File: src/rtl/matg_pkg.sv
// package for the melody and alarm tone generator
package matg_pkg;
    // ==============================
    // register offsets
    localparam logic [11:0] ADDR_ALARM_PATTERN = 12'h330;
    localparam logic [11:0] ADDR_TONE_CONTROL = 12'h331;
    localparam logic [11:0] ADDR_TONE_FREQ_LOW = 12'h332;
    localparam logic [11:0] ADDR_TONE_FREQ_HIGH = 12'h333;
    localparam logic [11:0] ADDR_TONE_IRQ_ENABLE = 12'h334;
    localparam logic [11:0] ADDR_TONE_IRQ_STATUS = 12'h335;
    // ==============================
    // field positions
    localparam int CTRL_OUTSEL_BIT = 0;
    localparam int CTRL_INVERT_BIT = 5;
    localparam int CTRL_FC_LO_BIT = 6;
    localparam int FREQH_RUN_BIT = 7;
    localparam int NUM_IRQ = 5;
    // ==============================
    // reset values and masks
    localparam logic [7:0] RESET_BYTE = 8'h00;
    localparam logic [7:0] CTRL_WMASK = 8'he1;
    localparam logic [7:0] FREQH_WMASK = 8'h8f;
    localparam logic [7:0] IRQEN_WMASK = 8'h1f;
    // ==============================
    // timing: alarm base tick period and pattern step period
    localparam int ALARM_HALF_NS = 122070;
    localparam int CLK_NS = 20;
    localparam int ALARM_HALF_CYC = ALARM_HALF_NS / CLK_NS;
    localparam int PATTERN_STEP_CYC = 8192;
    // ==============================
    // free-running counter control codes
    typedef enum logic [1:0] {
        MATG_FC_HOLD = 2'b00,
        MATG_FC_RESTART = 2'b01,
        MATG_FC_CLEAR = 2'b10,
        MATG_FC_CLRSTART = 2'b11
    } matg_fc_t;
    // register bus request bundle
    typedef struct packed {
        logic [11:0] addr;
        logic [7:0] wdata;
        logic wr;
        logic rd;
    } matg_bus_t;
endpackage

File: src/rtl/matg_divider.sv
// enable divider producing one-cycle ticks
`timescale 1ns/1ps
module matg_divider #(
    parameter int CW = 16
) (
    // clock and reset
    input wire logic mclk,
    input wire logic rstn,
    // control
    input wire logic run,
    input wire logic clear,
    input wire logic [CW-1:0] limit,
    // tick
    output logic tick
);
    import matg_pkg::*;
    logic [CW-1:0] cnt_q, cnt_d;
    logic tick_d;

    // count up to limit, then wrap and pulse
    always_comb begin
        cnt_d = cnt_q;
        tick_d = 1'b0;
        if (clear) begin
            cnt_d = '0;
        end else if (run) begin
            if (cnt_q >= limit) begin
                cnt_d = '0;
                tick_d = 1'b1;
            end else begin
                cnt_d = cnt_q + 1'b1;
            end
        end
    end

    // register state
    always_ff @(posedge mclk or negedge rstn) begin
        if (!rstn) begin
            cnt_q <= '0;
            tick <= 1'b0;
        end else begin
            cnt_q <= cnt_d;
            tick <= tick_d;
        end
    end
endmodule

File: src/rtl/matg_melody.sv
// melody counter: toggles tone at programmed 12-bit count
`timescale 1ns/1ps
module matg_melody (
    // clock and reset
    input wire logic mclk,
    input wire logic rstn,
    // control
    input wire logic run,
    input wire logic [11:0] freq,
    // tone
    output logic tone
);
    import matg_pkg::*;
    logic [11:0] cnt_q, cnt_d;
    logic tone_q, tone_d;

    // reload and toggle on match, stop clears
    always_comb begin
        cnt_d = cnt_q;
        tone_d = tone_q;
        if (!run) begin
            cnt_d = '0; // RL5
            tone_d = 1'b0;
        end else if (cnt_q >= freq) begin
            cnt_d = '0; // RL8
            tone_d = ~tone_q;
        end else begin
            cnt_d = cnt_q + 12'h001;
        end
    end

    // register state
    always_ff @(posedge mclk or negedge rstn) begin
        if (!rstn) begin
            cnt_q <= '0;
            tone_q <= 1'b0;
        end else begin
            cnt_q <= cnt_d;
            tone_q <= tone_d;
        end
    end
    assign tone = tone_q;
endmodule

File: src/rtl/matg_top.sv
// melody and alarm tone generator with register port and interrupt
`timescale 1ns/1ps

// Function
// RL1: counter control: 00 hold, 01 restart, 10 clear, 11 clear and start.
// RL2: invert bit set outputs the alarm signal inverted, else unchanged.
// RL3: select bit 0 routes alarm tone, 1 routes melody tone.
// RL4: melody frequency is 12 bits: low byte plus high register low nibble.
// RL5: run bit 0 stops and clears melody counter, 1 starts; resets to 0.
// RL6: eight-bit read/write alarm pattern register, reset zero, gates alarm tone.
// RL7: five alarm interrupt sources, each gated by its own enable bit.
// RL8: running melody counter toggles tone at programmed value, reloads, continues.
module matg_top #(
    parameter int PATTERN_STEP = matg_pkg::PATTERN_STEP_CYC
) (
    // clock and reset
    input wire logic mclk,
    input wire logic rstn,
    // register port
    input wire logic [11:0] regAddr,
    input wire logic [7:0] regWdata,
    input wire logic regWr,
    input wire logic regRd,
    output logic [7:0] regRdata,
    // tone and interrupt
    output logic toneOut,
    output logic irq
);
    import matg_pkg::*;

    // ==============================
    // register file
    matg_bus_t bus;
    logic [7:0] pattern_q, pattern_d;
    logic [7:0] ctrl_q, ctrl_d;
    logic [7:0] freqL_q, freqL_d;
    logic [7:0] freqH_q, freqH_d;
    logic [7:0] irqEn_q, irqEn_d;
    logic [4:0] irqSt_q, irqSt_d;
    logic [7:0] rdata_d;
    logic [4:0] irqEvent;
    logic fcCmd;

    assign bus = '{addr: regAddr, wdata: regWdata, wr: regWr, rd: regRd};

    // register writes; status is write-one-to-clear, set wins
    always_comb begin
        pattern_d = pattern_q;
        ctrl_d = ctrl_q;
        freqL_d = freqL_q;
        freqH_d = freqH_q;
        irqEn_d = irqEn_q;
        irqSt_d = irqSt_q;
        fcCmd = 1'b0;
        if (bus.wr) begin
            case (bus.addr)
                ADDR_ALARM_PATTERN: pattern_d = bus.wdata; // RL6
                ADDR_TONE_CONTROL: begin
                    ctrl_d = bus.wdata & CTRL_WMASK;
                    fcCmd = 1'b1; // RL1
                end
                ADDR_TONE_FREQ_LOW: freqL_d = bus.wdata; // RL4
                ADDR_TONE_FREQ_HIGH: freqH_d = bus.wdata & FREQH_WMASK; // RL4
                ADDR_TONE_IRQ_ENABLE: irqEn_d = bus.wdata & IRQEN_WMASK; // RL7
                ADDR_TONE_IRQ_STATUS: irqSt_d = irqSt_q & ~bus.wdata[4:0];
                default: begin
                end
            endcase
        end
        irqSt_d = irqSt_d | irqEvent;
    end

    // read mux, data valid the cycle after the strobe
    always_comb begin
        rdata_d = 8'h00;
        if (bus.rd) begin
            case (bus.addr)
                ADDR_ALARM_PATTERN: rdata_d = pattern_q;
                ADDR_TONE_CONTROL: rdata_d = ctrl_q;
                ADDR_TONE_FREQ_LOW: rdata_d = freqL_q;
                ADDR_TONE_FREQ_HIGH: rdata_d = freqH_q;
                ADDR_TONE_IRQ_ENABLE: rdata_d = irqEn_q;
                ADDR_TONE_IRQ_STATUS: rdata_d = {3'h0, irqSt_q};
                default: rdata_d = 8'h00;
            endcase
        end
    end

    // register state
    always_ff @(posedge mclk or negedge rstn) begin
        if (!rstn) begin
            pattern_q <= RESET_BYTE; // RL6
            ctrl_q <= RESET_BYTE;
            freqL_q <= RESET_BYTE;
            freqH_q <= RESET_BYTE; // RL5
            irqEn_q <= RESET_BYTE;
            irqSt_q <= 5'h00;
            regRdata <= 8'h00;
        end else begin
            pattern_q <= pattern_d;
            ctrl_q <= ctrl_d;
            freqL_q <= freqL_d;
            freqH_q <= freqH_d;
            irqEn_q <= irqEn_d;
            irqSt_q <= irqSt_d;
            regRdata <= rdata_d;
        end
    end

    // interrupt level: any enabled sticky status bit
    assign irq = |(irqSt_q & irqEn_q[4:0]); // RL7

    // ==============================
    // free-running counter
    typedef enum logic [0:0] {
        MATG_FR_STOP = 1'b0,
        MATG_FR_RUN = 1'b1
    } matg_frst_t;
    matg_frst_t frState_q, frState_d;
    matg_fc_t fcCode;
    logic frClear;
    logic [7:0] freeCnt_q, freeCnt_d;
    logic stepTick, alarmTick;

    assign fcCode = matg_fc_t'(bus.wdata[CTRL_FC_LO_BIT +: 2]);

    // decode control code at the write
    always_comb begin
        frState_d = frState_q;
        frClear = 1'b0;
        if (fcCmd) begin
            case (fcCode)
                MATG_FC_HOLD: frState_d = MATG_FR_STOP; // RL1
                MATG_FC_RESTART: frState_d = MATG_FR_RUN; // RL1
                MATG_FC_CLEAR: begin
                    frState_d = MATG_FR_STOP; // RL1
                    frClear = 1'b1;
                end
                MATG_FC_CLRSTART: begin
                    frState_d = MATG_FR_RUN; // RL1
                    frClear = 1'b1;
                end
                default: frState_d = MATG_FR_STOP;
            endcase
        end
    end

    // alarm step counter advances on step ticks
    always_comb begin
        freeCnt_d = freeCnt_q;
        if (frClear) begin
            freeCnt_d = 8'h00;
        end else if (frState_q == MATG_FR_RUN && stepTick) begin
            freeCnt_d = freeCnt_q + 8'h01;
        end
    end

    always_ff @(posedge mclk or negedge rstn) begin
        if (!rstn) begin
            frState_q <= MATG_FR_STOP;
            freeCnt_q <= 8'h00;
        end else begin
            frState_q <= frState_d;
            freeCnt_q <= freeCnt_d;
        end
    end

    // pattern step timebase
    matg_divider #(.CW(16)) uStep (
        .mclk(mclk),
        .rstn(rstn),
        .run(frState_q == MATG_FR_RUN),
        .clear(frClear),
        .limit(16'(PATTERN_STEP - 1)),
        .tick(stepTick)
    );

    // alarm carrier timebase
    matg_divider #(.CW(16)) uCarrier (
        .mclk(mclk),
        .rstn(rstn),
        .run(1'b1),
        .clear(1'b0),
        .limit(16'(ALARM_HALF_CYC - 1)),
        .tick(alarmTick)
    );

    // ==============================
    // tone generation
    logic carrier_q, carrier_d;
    logic [2:0] step;
    logic patternBit;
    logic alarmRaw, alarmTone, melodyTone, tone_d;
    logic [11:0] melFreq;

    assign step = freeCnt_q[2:0];
    assign patternBit = pattern_q[step]; // RL6
    assign carrier_d = alarmTick ? ~carrier_q : carrier_q;
    assign alarmRaw = carrier_q & patternBit & (frState_q == MATG_FR_RUN);
    assign alarmTone = ctrl_q[CTRL_INVERT_BIT] ? ~alarmRaw : alarmRaw; // RL2
    assign melFreq = {freqH_q[3:0], freqL_q}; // RL4
    assign tone_d = ctrl_q[CTRL_OUTSEL_BIT] ? melodyTone : alarmTone; // RL3

    // interrupt events: end of each pattern step group
    genvar gi;
    generate
        for (gi = 0; gi < NUM_IRQ; gi++) begin : gIrq
            assign irqEvent[gi] = stepTick && (frState_q == MATG_FR_RUN) && (freeCnt_q[gi:0] == '1);

        end
    endgenerate

    matg_melody uMelody (
        .mclk(mclk),
        .rstn(rstn),
        .run(freqH_q[FREQH_RUN_BIT]), // RL5
        .freq(melFreq),
        .tone(melodyTone)
    );

    always_ff @(posedge mclk or negedge rstn) begin
        if (!rstn) begin
            carrier_q <= 1'b0;
            toneOut <= 1'b0;
        end else begin
            carrier_q <= carrier_d;
            toneOut <= tone_d;
        end
    end
endmodule

File: config.mk
export PLATFORM = sky130hd
export DESIGN_NAME = matg_top
export DESIGN_NICKNAME = d
export VERILOG_FILES = /design/src/rtl/matg_pkg.sv /design/src/rtl/matg_divider.sv /design/src/rtl/matg_melody.sv /design/src/rtl/matg_top.sv
export SDC_FILE = /design/constraint.sdc
export NUM_CORES = 1
export LEC_CHECK = 0
export BUFFER_PORTS_ARGS = -buffer_cell sky130_fd_sc_hd__clkbuf_2
export CORE_MARGIN = 1
export CORE_UTILIZATION = 55
export CTS_CLUSTER_SIZE = 10
export DETAILED_ROUTE_END_ITERATION = 12
export GPL_ROUTABILITY_DRIVEN = 0
export HOLD_SLACK_MARGIN = 0.12
export PLACE_DENSITY = 0.74
export SYNTH_ARGS = -nofsm -noshare
export SYNTH_HDL_FRONTEND = slang
export SYNTH_SLANG_ARGS = --single-unit
File: constraint.sdc
create_clock -name mclk -period 5.1 [get_ports mclk]
set_input_delay 1.02 -clock mclk [delete_from_list [all_inputs] [get_ports mclk]]
set_output_delay 1.02 -clock mclk [all_outputs]
set_load 0.01 [all_outputs]
==> results.toml <==
[floorplanning]
dieArea_mm2 = 0.00914
core_mm2 = 0.00834
die_h_um = 95.6
initial_core_util_pct = 57.8
ios = 34
die_x_um = 95.6
rows = 33

[yosys]
synth_compound_area_share_pct = 7.53
yosys.area_share.simple_pct = 16.9
synthAdderAreaFrac_pct = 4.94
synth_top_family_by_area = "simple AND/OR/NAND/NOR gates"
yosys.area_share.xor_xnor_pct = 5.45
synth_cells = 449
yosys_warnings = 0
synth-edff-count = 0
ys_types = 52
yosys.area.top_type = "dfrtp_1"
synth_mux_area_share_pct = 11.2
ys_ff_latch = 98
synth_seq_area_share_pct = 50.9
postSynth.asyncResetShare_pct = 100
ys.flop_type = "dfrtp_1"
syn_avg_cell_area_um2 = 10.7
syn_area_mm2 = 0.00482
synth.area.top_cells = "dfrtp_1, mux2_2, ha_1, nor2_1, xor2_1"
yosysTopAreaCellShare_pct = 50.9

[cts]
cts-root-buf = "clkbuf_8"
cts_setup_buffers = 0
cts_buffers = 9
clk_path_buf_depth = 2
clock_latency_ns = 0.37
cts_resized = 0
clkTransAtPathRegs_ns = 0.09
clock-sinks = 98
cts_tree = "done"
h-tree-depth = 3
hold_buffers = 0

[setup_path]
end_kind = "register"
cp_cell_sequence = "clkbuf_2 > and3b_1 > and4b_1 > o21bai_2 > nor2_1"
r2r_cells = 6
start_kind = "input port"
required_ns = 5.34
critPathKind = "input port to register"
cp_slowest_cell = "and4b_1"
r2r-end = "uMelody.tone"
reg2reg_from = "uMelody.cnt_q[0]"
crit_family = "simple AND/OR/NAND/NOR gates"
arrival_ns = 2.76
path_buf_inv = 1
r2r_setup_slack_ns = 3.12
max_stage_delay_ns = 0.63
path_depth = 5
cp_max_fo = 23

[pwr]
total_power_mw = 1.45
leakagePower_nw = 2.58
p_per_area_mw_per_mm2 = 274
max-vdd-ir-drop_uv = 168

[routing]
num_vias = 3393
wire_per_inst_um = 16.0
antenna_left = 0
via_per_inst = 5.74
drc_errors = 0
drt_first_pass_iters = 4
drt_wl_total_um = 9460
drt-initial-drc-count = 139

[worst_hold_path]
holdCritStartpoint = "uCarrier.tick"
holdPathEnd = "carrier_q"
min_path_cells = 1
worstHoldPathType = "register to register"

[placed_design]
dp.cells = 575
io_buffers = 33
dp_hpwl_um = 6650

[finish]
finish.utilization_pct = 63.5
drive_above_1_share_pct = 18.1
final_cell_mix = "dfrtp_1, nor2_1, nand2_1"
n_antenna_cell = 0
final_common_cell = "dfrtp_1"
instances_no_fill = 591
area_growth_pct = 9.95
fin_nets = 524

[sta]
fmax_mhz = 397
hold_viol_final = 0
setup_viol = 0
min_period_ns = 2.52
rsz0062_at_grt = "no"
fin_setup_tns_ns = 0
slew_headroom_pct = 49.2
slew_violations = 0
period_share_pct = 49.5
tightest_slew_ns = 0.761
clock_skew_ns = 0.0122

[global_route]
grt_pass1_vias = 3297
grt_max_degree = 61
grt_overflow = 0
track_usage_pct = 23.0
grt_first_pass_wirelength_um = 15700
antenna_found_initial = 0

[outcome]
outcome = "finished, final reports clean"

[flow_run]
max-cap-violations = 0
[power by group]
part           internal, mW  leakage, nW  total (mW)  switching, mW
clock network         0.281        0.111       0.562          0.281
registers             0.791         1.30       0.804         0.0137
logic                0.0291         1.17      0.0831         0.0541
[flip-flops by register name (all words and copies together), names as in the netlist]
register	count
irqEn_q	5
regRdata	8
freqL_q	8
uMelody.cnt_q	12
pattern_q	8
freeCnt_q	5
ctrl_q	4
frState_q	1
uStep.cnt_q	16
uCarrier.tick	1
uMelody.tone	1
uStep.tick	1
carrier_q	1
uCarrier.cnt_q	16
freqH_q	5
toneOut	1
irqSt_q	5
[final cells by class]
type	count	area, µm²
clock inverter	7	98.8
tap	105	131
multi-input combinational	318	2230
sequential	98	2450
timing repair buffer	36	190
inverter	18	67.6
fill	691	3040
clock buffer	9	124
[cells by family after synthesis]
kind of cell / after synthesis
buffers and inverters: 35
other: 1
xor gates and xnor gates: 30
muxes: 47
and+or+nand+nor: 165
AOI/OAI and AO/OA: 54
adders and majority gates: 19
DFF: 98
[routing by layer]
layer	vias to the layer above	share of wire [%]	GRT usage, %
met1	1676	48	31.9
met4	0	1.5	8.08
li1	1633	-	-
met3	10	4.1	4.39
met5	-	0	0
met2	74	46	36.1
[per-stage QoR]
stage          instance area, µm²  setup slack, ns  hold WS (ns)
2_1_floorplan                4820             2.61         0.417
3_3_place_gp                 5070             2.25         0.421
3_5_place_dp                 5070             2.18         0.435
4_1_cts                      5300             2.59         0.450
5_1_grt                      5300             2.44         0.468
6_report                     5300             2.58         0.449
[worst reg2reg max path, cell delays in order, from the launching register on]
cell and delay [ns]:
dfrtp_1 0.45, inv_1 0.07, ha_1 0.27, nand2b_1 0.14
a2111oi_0 0.50, o41ai_2 0.17, mux2_2 0.28
[cell usage after synthesis (all sizes together) (2+ instances only)]
cell type	n
a22oi	3
nor3	4
mux4	2
nand4	4
nand2	42
nor3b	2
nor2	57
o22a	3
inv	18
mux2i	11
a22o	5
nor2b	3
clkbuf	7
a2111oi	2
o21ai	6
buf	10
mux2	34
xnor2	11
xor2	19
ha	19
nor4	5
a31oi	9
a21oi	16
nand3	13
dfrtp	98
and3	19
nand2b	3
and4	5
[how the worst max path moves through the flow]
stage | start | end
2_1_floorplan | regAddr[6] | freqH_q[0]
3_3_place_gp | regAddr[6] | uStep.cnt_q[15]
3_5_place_dp | regAddr[6] | uStep.cnt_q[12]
4_1_cts | regAddr[6] | uStep.cnt_q[15]
5_1_grt | regAddr[0] | uStep.cnt_q[15]
6_report | regAddr[0] | uStep.cnt_q[11]
Note: power is estimated with default switching activity, not from simulation.
